==> config.mk <==
export PLATFORM = sky130hd
export DESIGN_NAME = capture_compare_timer16
export DESIGN_NICKNAME = d
export VERILOG_FILES = /design/src/pkg/timer16_pkg.sv /design/src/core/capture_compare_timer16.sv
export VERILOG_INCLUDE_DIRS = /design/src /design/src/pkg
export SDC_FILE = /design/constraint.sdc
export NUM_CORES = 1
export LEC_CHECK = 0
export ABC_CLOCK_PERIOD_IN_PS = 9750
export BUFFER_PORTS_ARGS = -buffer_cell sky130_fd_sc_hd__buf_2
export CORE_ASPECT_RATIO = 0.6
export CORE_UTILIZATION = 40
export CTS_BUF_LIST = sky130_fd_sc_hd__clkbuf_4 sky130_fd_sc_hd__clkbuf_8
export CTS_CLUSTER_DIAMETER = 200
export CTS_CLUSTER_SIZE = 28
export DETAILED_ROUTE_END_ITERATION = 16
export PLACE_DENSITY = 0.58
export SKIP_CTS_REPAIR_TIMING = 1
export SKIP_LAST_GASP = 1
export SLEW_MARGIN = 20
export SYNTH_ARGS = -nofsm -noshare
export SYNTH_HDL_FRONTEND = slang
export SYNTH_SLANG_ARGS = --single-unit
==> constraint.sdc <==
create_clock -name clk -period 9.75 [get_ports clk]
set_input_delay 0 -clock clk [delete_from_list [all_inputs] [get_ports clk]]
set_output_delay 0 -clock clk [all_outputs]
set_load 0.02 [all_outputs]
==> src/pkg/timer16_consts.svh <==
`ifndef TIMER16_CONSTS_SVH
`define TIMER16_CONSTS_SVH
// byte register offsets
`define OFS_CTRL2 4'h0
`define OFS_CTRL1 4'h1
`define OFS_STATUS 4'h2
`define OFS_CAP1_HI 4'h3
`define OFS_CAP1_LO 4'h4
`define OFS_CMP1_HI 4'h5
`define OFS_CMP1_LO 4'h6
`define OFS_CNT_HI 4'h7
`define OFS_CNT_LO 4'h8
`define OFS_ACNT_HI 4'h9
`define OFS_ACNT_LO 4'hA
`define OFS_CAP2_HI 4'hB
`define OFS_CAP2_LO 4'hC
`define OFS_CMP2_HI 4'hD
`define OFS_CMP2_LO 4'hE
// control_reg_one fields
`define C1_CAP_IRQ_EN 7
`define C1_CMP_IRQ_EN 6
`define C1_OVF_IRQ_EN 5
`define C1_FORCE2 4
`define C1_FORCE1 3
`define C1_LEVEL2 2
`define C1_CAP1_EDGE 1
`define C1_LEVEL1 0
// control_reg_two fields
`define C2_OUT1_EN 7
`define C2_OUT2_EN 6
`define C2_ONE_PULSE 5
`define C2_PWM 4
`define C2_CLK_HI 3
`define C2_CLK_LO 2
`define C2_CAP2_EDGE 1
`define C2_EXT_EDGE 0
// timer_status_reg fields
`define SR_CAP1 7
`define SR_CMP1 6
`define SR_OVF 5
`define SR_CAP2 4
`define SR_CMP2 3
// values
`define CNT_RESET 16'hFFFC
`define CNT_MAX 16'hFFFF
`define CMP_RESET 16'h8000
`define CLK_DIV4 2'h0
`define CLK_DIV2 2'h1
`define CLK_DIV8 2'h2
`define CLK_EXT 2'h3
`endif

==> src/pkg/timer16_pkg.sv <==
package timer16_pkg;
  typedef struct packed {
    logic [15:0] cnt;
    logic [2:0] div;
    logic ext_s1;
    logic ext_s2;
    logic ext_s3;
    logic [1:0] cap_s1;
    logic [1:0] cap_s2;
    logic [1:0] cap_s3;
    logic [7:0] cr1;
    logic [7:0] cr2;
    logic overflow_flag;
    logic [1:0] capture_flag;
    logic [1:0] compare_flag;
    logic arm_ovf;
    logic [1:0] arm_cap;
    logic [1:0] arm_cmp;
    logic [1:0][15:0] icr;
    logic [1:0][15:0] ocr;
    logic [1:0] cap_block;
    logic [1:0] cmp_block;
    logic [7:0] low_latch;
    logic latch_valid;
    logic [1:0] pin;
    logic [7:0] rdata;
  } timer_state_t;
endpackage

==> src/core/capture_compare_timer16.sv <==
// The placing of the registers and the plain strobed port were chosen for this implementation.
`include "timer16_consts.svh"
module capture_compare_timer16
  import timer16_pkg::*;
(
  input wire logic clk,
  input wire logic resetn,
  input wire logic [3:0] addr,
  input wire logic [7:0] wdata,
  input wire logic wr,
  input wire logic rd,
  output logic [7:0] rdata,
  input wire logic halt,
  input wire logic irq_mask,
  input wire logic ext_clock_pin,
  input wire logic [1:0] capture_pin,
  output logic [1:0] compare_out_pin,
  output logic [1:0] compare_out_oe,
  output logic timer_irq
);

  localparam timer_state_t reset_state = '{
    cnt: `CNT_RESET,
    ocr: {`CMP_RESET, `CMP_RESET},
    default: '0
  };

  timer_state_t s;
  timer_state_t next_s;

  // compare target: slower clocks see the match one count late
  function automatic logic [15:0] match_value(input logic [15:0] ocr,
                                              input logic fast);
    match_value = fast ? ocr : 16'(ocr + 16'h0001);
  endfunction

  logic [1:0] clk_sel;
  logic fast_clk;
  logic ext_edge;
  logic tick;
  logic overflow_evt;
  logic [1:0] cap_edge;
  logic [1:0] cap_evt;
  logic [1:0] cmp_evt;
  logic wave_mode;
  logic [15:0] cnt_inc;
  logic acc_cnt_lo;
  logic acc_acnt_lo;
  logic [1:0] acc_cap_lo;
  logic [1:0] acc_cmp_lo;
  logic [1:0] level;
  logic [1:0] edge_sel;

  //////////////////////////////////////////////////////////////////////////
  // timer clock and events

  always_comb
  begin
    clk_sel = s.cr2[`C2_CLK_HI:`C2_CLK_LO];
    fast_clk = (clk_sel == `CLK_DIV2);
    wave_mode = s.cr2[`C2_ONE_PULSE] | s.cr2[`C2_PWM];
    level = {s.cr1[`C1_LEVEL2], s.cr1[`C1_LEVEL1]};
    edge_sel = {s.cr2[`C2_CAP2_EDGE], s.cr1[`C1_CAP1_EDGE]};
    // only the second and third stages feed edge logic
    ext_edge = s.cr2[`C2_EXT_EDGE] ? (s.ext_s2 & ~s.ext_s3)
                                   : (~s.ext_s2 & s.ext_s3);
    tick = 1'b0;
    if (!halt)
    begin
      case (clk_sel)
        `CLK_DIV2: tick = s.div[0];
        `CLK_DIV4: tick = &s.div[1:0];
        `CLK_DIV8: tick = &s.div;
        default: tick = ext_edge;
      endcase
    end
    cnt_inc = 16'(s.cnt + 16'h0001);
    overflow_evt = tick & (s.cnt == `CNT_MAX);
    for (int i = 0; i < 2; i++)
    begin
      cap_edge[i] = edge_sel[i] ? (s.cap_s2[i] & ~s.cap_s3[i])
                                : (~s.cap_s2[i] & s.cap_s3[i]);
      cmp_evt[i] = tick & ~s.cmp_block[i] &
                   (cnt_inc == match_value(s.ocr[i], fast_clk));
    end
    cap_evt[0] = cap_edge[0] & ~s.cap_block[0] & ~wave_mode;
    cap_evt[1] = cap_edge[1] & ~s.cap_block[1];
    acc_cnt_lo = (wr | rd) & (addr == `OFS_CNT_LO);
    acc_acnt_lo = (wr | rd) & (addr == `OFS_ACNT_LO);
    acc_cap_lo[0] = rd & (addr == `OFS_CAP1_LO);
    acc_cap_lo[1] = rd & (addr == `OFS_CAP2_LO);
    acc_cmp_lo[0] = (wr | rd) & (addr == `OFS_CMP1_LO);
    acc_cmp_lo[1] = (wr | rd) & (addr == `OFS_CMP2_LO);
  end

  //////////////////////////////////////////////////////////////////////////
  // next state

  always_comb
  begin
    next_s = s;
    next_s.ext_s1 = ext_clock_pin;
    next_s.ext_s2 = s.ext_s1;
    next_s.ext_s3 = s.ext_s2;
    next_s.cap_s1 = capture_pin;
    next_s.cap_s2 = s.cap_s1;
    next_s.cap_s3 = s.cap_s2;
    next_s.rdata = 8'h00;
    if (!halt)
      next_s.div = 3'(s.div + 3'h1);
    if (tick)
      next_s.cnt = cnt_inc;

    // clears from the second step of each pair; sets applied later win
    if (acc_cnt_lo && s.arm_ovf)
    begin
      next_s.overflow_flag = 1'b0;
      next_s.arm_ovf = 1'b0;
    end
    for (int i = 0; i < 2; i++)
    begin
      if (acc_cap_lo[i] && s.arm_cap[i])
      begin
        next_s.capture_flag[i] = 1'b0;
        next_s.arm_cap[i] = 1'b0;
      end
      if (acc_cmp_lo[i] && s.arm_cmp[i])
      begin
        next_s.compare_flag[i] = 1'b0;
        next_s.arm_cmp[i] = 1'b0;
      end
      if (acc_cap_lo[i])
        next_s.cap_block[i] = 1'b0;
    end

    // register writes
    if (wr)
    begin
      if (addr == `OFS_CTRL1)
      begin
        next_s.cr1 = wdata & 8'hE7;
        for (int i = 0; i < 2; i++)
        begin
          if (wdata[`C1_FORCE1 + i] && !wave_mode &&
              s.cr2[`C2_OUT1_EN - i])
            next_s.pin[i] = wdata[2 * i];
        end
      end
      else if (addr == `OFS_CTRL2)
        next_s.cr2 = wdata;
      else if (addr == `OFS_CMP1_HI)
      begin
        next_s.ocr[0][15:8] = wdata;
        next_s.cmp_block[0] = 1'b1;
      end
      else if (addr == `OFS_CMP1_LO)
      begin
        next_s.ocr[0][7:0] = wdata;
        next_s.cmp_block[0] = 1'b0;
      end
      else if (addr == `OFS_CMP2_HI)
      begin
        next_s.ocr[1][15:8] = wdata;
        next_s.cmp_block[1] = 1'b1;
      end
      else if (addr == `OFS_CMP2_LO)
      begin
        next_s.ocr[1][7:0] = wdata;
        next_s.cmp_block[1] = 1'b0;
      end
      else if (addr == `OFS_CNT_LO || addr == `OFS_ACNT_LO)
        next_s.cnt = `CNT_RESET;
    end

    // register reads, data stands in the following cycle
    if (rd)
    begin
      if (addr == `OFS_CTRL1)
        next_s.rdata = s.cr1;
      else if (addr == `OFS_CTRL2)
        next_s.rdata = s.cr2;
      else if (addr == `OFS_STATUS)
      begin
        next_s.rdata = {s.capture_flag[0], s.compare_flag[0],
                        s.overflow_flag, s.capture_flag[1],
                        s.compare_flag[1], 3'h0};
        // first step: arm only the flags seen set
        next_s.arm_ovf = s.arm_ovf | s.overflow_flag;
        next_s.arm_cap = s.arm_cap | s.capture_flag;
        next_s.arm_cmp = s.arm_cmp | s.compare_flag;
      end
      else if (addr == `OFS_CAP1_HI)
      begin
        next_s.rdata = s.icr[0][15:8];
        next_s.cap_block[0] = 1'b1;
      end
      else if (addr == `OFS_CAP1_LO)
        next_s.rdata = s.icr[0][7:0];
      else if (addr == `OFS_CAP2_HI)
      begin
        next_s.rdata = s.icr[1][15:8];
        next_s.cap_block[1] = 1'b1;
      end
      else if (addr == `OFS_CAP2_LO)
        next_s.rdata = s.icr[1][7:0];
      else if (addr == `OFS_CMP1_HI)
        next_s.rdata = s.ocr[0][15:8];
      else if (addr == `OFS_CMP1_LO)
        next_s.rdata = s.ocr[0][7:0];
      else if (addr == `OFS_CMP2_HI)
        next_s.rdata = s.ocr[1][15:8];
      else if (addr == `OFS_CMP2_LO)
        next_s.rdata = s.ocr[1][7:0];
      else if (addr == `OFS_CNT_HI || addr == `OFS_ACNT_HI)
      begin
        next_s.rdata = s.cnt[15:8];
        // repeated high reads keep the first snapshot
        if (!s.latch_valid)
        begin
          next_s.low_latch = s.cnt[7:0];
          next_s.latch_valid = 1'b1;
        end
      end
      else if (addr == `OFS_CNT_LO || addr == `OFS_ACNT_LO)
      begin
        next_s.rdata = s.latch_valid ? s.low_latch : s.cnt[7:0];
        next_s.latch_valid = 1'b0;
      end
    end

    // hardware events
    if (overflow_evt)
      next_s.overflow_flag = 1'b1;
    for (int i = 0; i < 2; i++)
    begin
      if (cap_evt[i])
      begin
        next_s.icr[i] = s.cnt;
        next_s.capture_flag[i] = 1'b1;
      end
      if (cmp_evt[i])
      begin
        next_s.compare_flag[i] = 1'b1;
        if (s.cr2[`C2_OUT1_EN - i])
          next_s.pin[i] = level[i];
      end
    end
  end

  always_ff @(posedge clk or negedge resetn)
  begin
    if (!resetn)
      s <= reset_state;
    else
      s <= next_s;
  end

  //////////////////////////////////////////////////////////////////////////
  // outputs

  assign rdata = s.rdata;
  assign compare_out_pin = s.pin;
  assign compare_out_oe = {s.cr2[`C2_OUT2_EN], s.cr2[`C2_OUT1_EN]};
  // one request line; software sorts sources through the status flags
  assign timer_irq = ~irq_mask &
    ((s.overflow_flag & s.cr1[`C1_OVF_IRQ_EN]) |
     ((|s.capture_flag) & s.cr1[`C1_CAP_IRQ_EN]) |
     ((|s.compare_flag) & s.cr1[`C1_CMP_IRQ_EN]));
endmodule // capture_compare_timer16

==> out/qor.yml, run 1 <==
status:
  status: "finished clean"
clock_network:
  clk_latency_ns: 0.47
  cts_tree: "built"
  cts_buffer_depth: 2
  clk_pin_slew_worst_paths_ns: 0.08
  numCtsBuffers: 17
  cts.sinks: 139
  htree_levels: 4
  root_buffer: "clkbuf_8"
power:
  leakagePower_nw: 3.68
  ir_worst_vdd_mv: 0.145
  p_total_mw: 2.26
  p_per_area_nw_per_um2: 252
critical_path:
  crit_top_cell: "nand4_1"
  path_max_fanout: 11
  endpoint_kind: "flop"
  cp_cell_sequence: "ha_1 -> nand4_1 -> or4_1 -> xor2_1 -> xor3_1 -> and4b_1 -> nand4_1 -> nor4b_1 -> mux2_2"
  critPathArrivalTime_ns: 4.07
  worstSetupPathType: "flop to flop"
  startpoint_type: "flop"
  cpPeakStageDelay_ns: 0.62
  reg2reg_from: "s[125]"
  cpMaxStageDelayCell: "or4_1"
  required_ns: 10.11
  crit_start: "s[125]"
placed_design:
  port_buffers: 33
  dp_cells: 1060
  gp_congestion: 0.949
  dp_hpwl_mm: 18.7
synth:
  synth_edf_count: 0
  synth_ff_type: "dfrtp_1"
  synth_nets: 837
  synth_top_area_share_pct: 37.8
  synthTopCellsByArea: "dfrtp_1 38%, mux2_2 12%, dfstp_2 5.2%"
  synthArstFlopShare_pct: 100
  synth_seq_cells: 139
  netlist_area_um2: 8140
  synth_cells: 811
  yosysWarnings: 0
  ys_seq_area_share_pct: 43.0
  synth.distinct_cells: 69
  syn_avg_cell_area_um2: 10.0
  yosysTopAreaCell: "dfrtp_1"
grt:
  grt_pass1_wl_mm: 39.2
  first_global_vias: 6094
  antenna_found_initial: 2
  grt_max_degree: 71
  track_usage_pct: 25.9
  gr-total-overflow: 0
routing:
  routed_via_density: 5.87
  wl_per_cell_um: 23.3
  drc: 0
  dr.pass1.iters: 5
  vias: 6498
  ant_nets: 0
  finalWirelength_mm: 25.8
  drt_iter0_drc: 965
timing:
  tightest_slew_ns: 1.12
  fmax_mhz: 269
  slew_headroom_pct: 25.1
  clock_skew_ns: 0.0162
  setup_viol: 0
  fin_crit_sh_pct: 38.1
  finalSetupTns_ns: 0
  min_period_ns: 3.72
  hold_violations: 0
  rsz0062_at_grt: "no"
  finalMaxSlewViolations: 0
  holdWs_ns: 0.0953
floorplanning:
  initial_utilization_pct: 40.8
  core-area_um2: 20000
  num_rows: 40
  ioPinCount: 34
  die_h_um: 113
  die_w_um: 186
  die-area_um2: 21000
final_layout:
  nets: 846
  utilization_pct: 44.9
  layout.cells.non_filler: 1107
  drive_gt1_share_pct: 22.7
  area_growth_pct: 10.2
  layout.cells.most_common: "dfrtp_1"
  final_cell_mix: "123 x dfrtp_1, 89 x mux2_2, 75 x nand2_1"
hold_path:
  hp-class: "input port to async pin"
job:
  cap_violations: 0
-- critical path, delay by kind of cell (launching register included) --
| family | cells | cell delay (ns) |
|---|---|---|
| xor gates and xnor gates | 2 | 0.69 |
| adders and majority gates | 1 | 0.33 |
| DFF | 1 | 0.59 |
| muxes | 1 | 0.37 |
| and+or+nand+nor | 5 | 1.62 |
-- synth_stat cells, drive strengths merged, types with 6 or more instances --
cell,n
nand3,25
nor3,17
nand2,75
nor4,10
o21ai,56
inv,13
nand2b,7
or4,6
a22o,9
xor2,15
xnor2,45
mux2,90
dfstp,16
dfrtp,123
nor2,57
buf,20
mux2i,12
a21o,9
and3,12
a21oi,38
o22ai,13
clkbuf,43
nand4,14
-- area by class of cell --
type	instances	area [um2]
fill	1955	11000
multi-input combinational	596	4300
sequential	139	3500
timing repair buffer	53	357
tap	273	342
clock buffer	21	277
clock inverter	11	144
inverter	13	48.8
antenna	1	2.50
-- state kept, by name (all words and copies together) (netlist names) --
register / flops
clk_sel: 2
compare_out_oe: 2
next_s: 6
s: 115
compare_out_pin: 2
level: 2
edge_sel: 2
rdata: 8
-- metal layers --
metal	global-route usage, %	up-vias	wire [um]
met4	5.36	0	297
met5	0	-	0
met2	33.7	305	10100
met1	42.0	3222	13000
met3	6.42	28	2350
li1	-	2943	-
-- kinds of logic (layout without fill, tap and decap cells) --
group | after synthesis | after routing | synth area share (%)
adder cells (fa/ha/maj) | 5 | 5 | 0.768
AO/OA/AOI/OAI | 168 | 168 | 13.0
other | 0 | 1 | 0
multiplexers | 105 | 105 | 14.8
AND/OR/NAND/NOR | 249 | 249 | 15.2
XOR/XNOR | 69 | 69 | 9.11
flip-flops | 139 | 139 | 43.0
buffers and inverters | 76 | 98 | 4.27
-- through the flow --
step	setup slack [ns]	cell area (um2)
2_1_floorplan	6.60	8140
3_3_place_gp	6.13	8410
3_5_place_dp	6.10	8410
4_1_cts	6.09	8830
5_1_grt	5.89	8970
6_report	6.03	8970
-- report_power, final --
part	internal (mW)	total, mW	switching [mW]
Combinational	0.390	0.760	0.370
Sequential	0.756	0.990	0.233
Clock	0.271	0.510	0.239
-- worst paths after layout --
| path | endpoint | slack, ns | cells after the start |
|---|---|---|---|
| worst max-delay path | compare_out_pin[0] | 6.03 | 9 |
| worst min-delay path | rdata[4] | 0.1 | 2 |
| worst max register to register | compare_out_pin[0] | 6.03 | 9 |
| worst min register to register | next_s[119] | 0.36 | 0 |
| max in group asynchronous | s[26] | 8.30 | 3 |
| min in group clk | s[88] | 0.11 | 4 |
Note: power is estimated with default switching activity, not from simulation.
==> run 2: changes to the inputs <==
--- a/config.mk
+++ b/config.mk
@@ -6,7 +6,8 @@
 export SDC_FILE = /design/constraint.sdc
 export NUM_CORES = 1
 export LEC_CHECK = 0
-export ABC_CLOCK_PERIOD_IN_PS = 9750
+export ABC_AREA = 1
+export ABC_CLOCK_PERIOD_IN_PS = 3100
 export BUFFER_PORTS_ARGS = -buffer_cell sky130_fd_sc_hd__buf_2
 export CORE_ASPECT_RATIO = 0.6
 export CORE_UTILIZATION = 40
@@ -14,7 +15,7 @@
 export CTS_CLUSTER_DIAMETER = 200
 export CTS_CLUSTER_SIZE = 28
 export DETAILED_ROUTE_END_ITERATION = 16
-export PLACE_DENSITY = 0.58
+export PLACE_DENSITY = 0.6
 export SKIP_CTS_REPAIR_TIMING = 1
 export SKIP_LAST_GASP = 1
 export SLEW_MARGIN = 20
==> constraint.sdc (replaced) <==
create_clock -name clk -period 3.1 [get_ports clk]
set_input_delay 0 -clock clk [delete_from_list [all_inputs] [get_ports clk]]
set_output_delay 0 -clock clk [all_outputs]
set_load 0.02 [all_outputs]
==> run 2 against run 1 <==
Effect of this change:
- flip-flop and latch count unchanged
- sequential power increased to 3.2 times the previous value
- design area increased by 0.86%
- clock skew increased by 0.0011 ns
- critical endpoint unchanged
- largest cell class unchanged
==> out/qor.yml, run 2 <==
timing:
  holdWs_ns: 0.00194
  fin_crit_sh_pct: 86.0
  setup_viol: 0
  hold_violations: 0
  slew_headroom_pct: 48.7
  clock_skew_ns: 0.0173
  tightest_slew_ns: 0.769
  finalWorstSetupSlack_ns: 0.434
  min_period_ns: 2.67
  rsz0062_at_grt: "no"
  finalSetupTns_ns: 0
  finalMaxSlewViolations: 0
  fmax_mhz: 375
synth:
  synth_cells: 1117
  synth.distinct_cells: 47
  synth_most_common_cell: "nand2_1"
  synth_edf_count: 0
  synth_top_area_share_pct: 37.9
  yosysTopAreaCell: "dfrtp_1"
  syn_avg_cell_area_um2: 7.27
  synth_ff_type: "dfrtp_1"
  yosysWarnings: 0
  synthTopCellsByArea: "dfrtp_1 38%, nand2_1 16%, o21ai_0 8.8%"
  synth_common_cells: "348 x nand2_1, 143 x o21ai_0, 123 x dfrtp_1, 119 x inv_1, 84 x nor2_1"
  synth_nets: 1143
  synthArstFlopShare_pct: 100
  synth_seq_cells: 139
  ys_seq_area_share_pct: 43.1
  netlist_area_um2: 8120
routing:
  dr.pass1.iters: 6
  drt_iter0_drc: 947
  wl_per_cell_um: 18.9
  routed_via_density: 5.28
  ant_nets: 0
  drc: 0
  vias: 7581
  finalWirelength_mm: 27.2
grt:
  gr-total-overflow: 0
  use_met1_pct: 44.4
  met3_usage_pct: 12.0
  first_global_vias: 6905
  antenna_found_initial: 0
  grt_util_met2_pct: 32.6
  track_usage_pct: 27.6
  grt.busiest_layer: "met1"
  grt_max_degree: 81
  grt_pass1_wl_mm: 42.2
clock_network:
  htree_levels: 4
  clk_latency_ns: 0.47
  cts.sinks: 139
  numCtsBuffers: 17
  cts_tree: "built"
  clk_pin_slew_worst_paths_ns: 0.10
  cts_buffer_depth: 2
  root_buffer: "clkbuf_8"
power:
  leakagePower_nw: 4.35
  p_total_mw: 7.15
  p_per_area_nw_per_um2: 791
  ir_worst_vdd_mv: 0.371
floorplanning:
  core-area_um2: 19400
  die_h_um: 112
  die_w_um: 186
  ioPinCount: 34
  die-area_um2: 20900
  initial_utilization_pct: 41.8
  num_rows: 39
placed_design:
  gp_congestion: 1.01
  post-place-ws_ns: 0.509
  port_buffers: 33
  dp_hpwl_mm: 21.1
  dp_cells: 1390
final_layout:
  fillers: 1982
  nets: 1184
  largest_register: "s"
  drive_gt1_share_pct: 11.1
  diodes: 0
  layout.cells.non_filler: 1437
  largest_reg_flops: 115
  final_cell_mix: "348 x nand2_1, 143 x o21ai_0, 123 x dfrtp_1"
  layout.cells.most_common: "nand2_1"
  area_growth_pct: 11.5
critical_path:
  startpoint_type: "flop"
  worstPathBufferInverterCount: 2
  worstSetupPathType: "flop to flop"
  path_max_fanout: 8
  cp_cell_sequence: "inv_2 -> nor2_2 -> nand2_1 -> xor2_1 -> inv_1 -> nand2_1 -> nand2_1 -> nor2_1 -> nand2_1 -> nor2_1 -> nand3_1 -> nand2_1 -> nand2_1"
  crit_top_cell: "nand2_1"
  required_ns: 3.45
  cpPeakStageDelay_ns: 0.66
  critPathArrivalTime_ns: 3.02
  critPathTopFamily: "simple AND/OR/NAND/NOR gates"
  cpMaxStageDelayCell: "dfrtp_1"
  endpoint_kind: "flop"
status:
  status: "finished clean"
hold_path:
  hp-class: "input port to flop"
job:
  cap_violations: 0
run 2: path summary, 6_finish.rpt:
kind	slack, ns	depth (start not counted)	to	start
worst min-delay path	0.002	5	s[91]	addr[1]
max in group asynchronous	2.17	3	s[38]	resetn
worst min register to register	0.35	0	next_s[119]	next_s[120]
min in group asynchronous	0.13	2	s[63]	resetn
worst max register to register	0.43	13	compare_out_pin[0]	s[125]
worst max-delay path	0.43	13	compare_out_pin[0]	s[125]
run 2: metrics by stage:
step	instance area, um2	util [%]
2_1_floorplan	8120	-
3_3_place_gp	8530	43.9
3_5_place_dp	8530	43.9
4_1_cts	8900	45.8
5_1_grt	9050	46.6
6_report	9050	46.6
run 2: cells by family after synthesis:
group / Yosys count / share of synthesized area, %
XOR/XNOR: 35 / 3.87
multiplexers: 2 / 0.278
buffers and inverters: 165 / 8.39
flip-flops: 139 / 43.1
AO/OA/AOI/OAI: 223 / 14.7
adder cells (fa/ha/maj): 5 / 0.771
AND/OR/NAND/NOR: 548 / 28.9
run 2: layout make-up:
type / count / area [um2] / area share (%)
Tap cell: 266 / 333 / 3.68
Clock buffer: 17 / 234 / 2.59
Timing Repair Buffer: 60 / 424 / 4.69
Multi-Input combinational cell: 813 / 3940 / 43.6
Clock inverter: 15 / 139 / 1.53
Inverter: 127 / 477 / 5.27
Sequential cell: 139 / 3500 / 38.7
run 2: worst min-delay path: stages:
cell and delay, ns:
buf_2 0.15, nor2_1 0.08, nand2_1 0.06, nand2_1 0.04, o21ai_0 0.09
run 2: layer usage:
| metal | wire (um) | vias to the layer above | part of all wire, % |
|---|---|---|---|
| met5 | 0 | - | 0 |
| met4 | 335 | 0 | 1.2 |
| met3 | 3690 | 27 | 14 |
| met2 | 9590 | 365 | 35 |
| met1 | 13600 | 3498 | 50 |
| li1 | - | 3691 | - |
run 2: report_power, final:
group / switching, mW / total, mW / internal, mW
Clock: 0.815 / 1.46 / 0.644
Combinational: 1.73 / 2.57 / 0.832
Sequential: 0.662 / 3.13 / 2.47
Total: 3.21 / 7.15 / 3.94
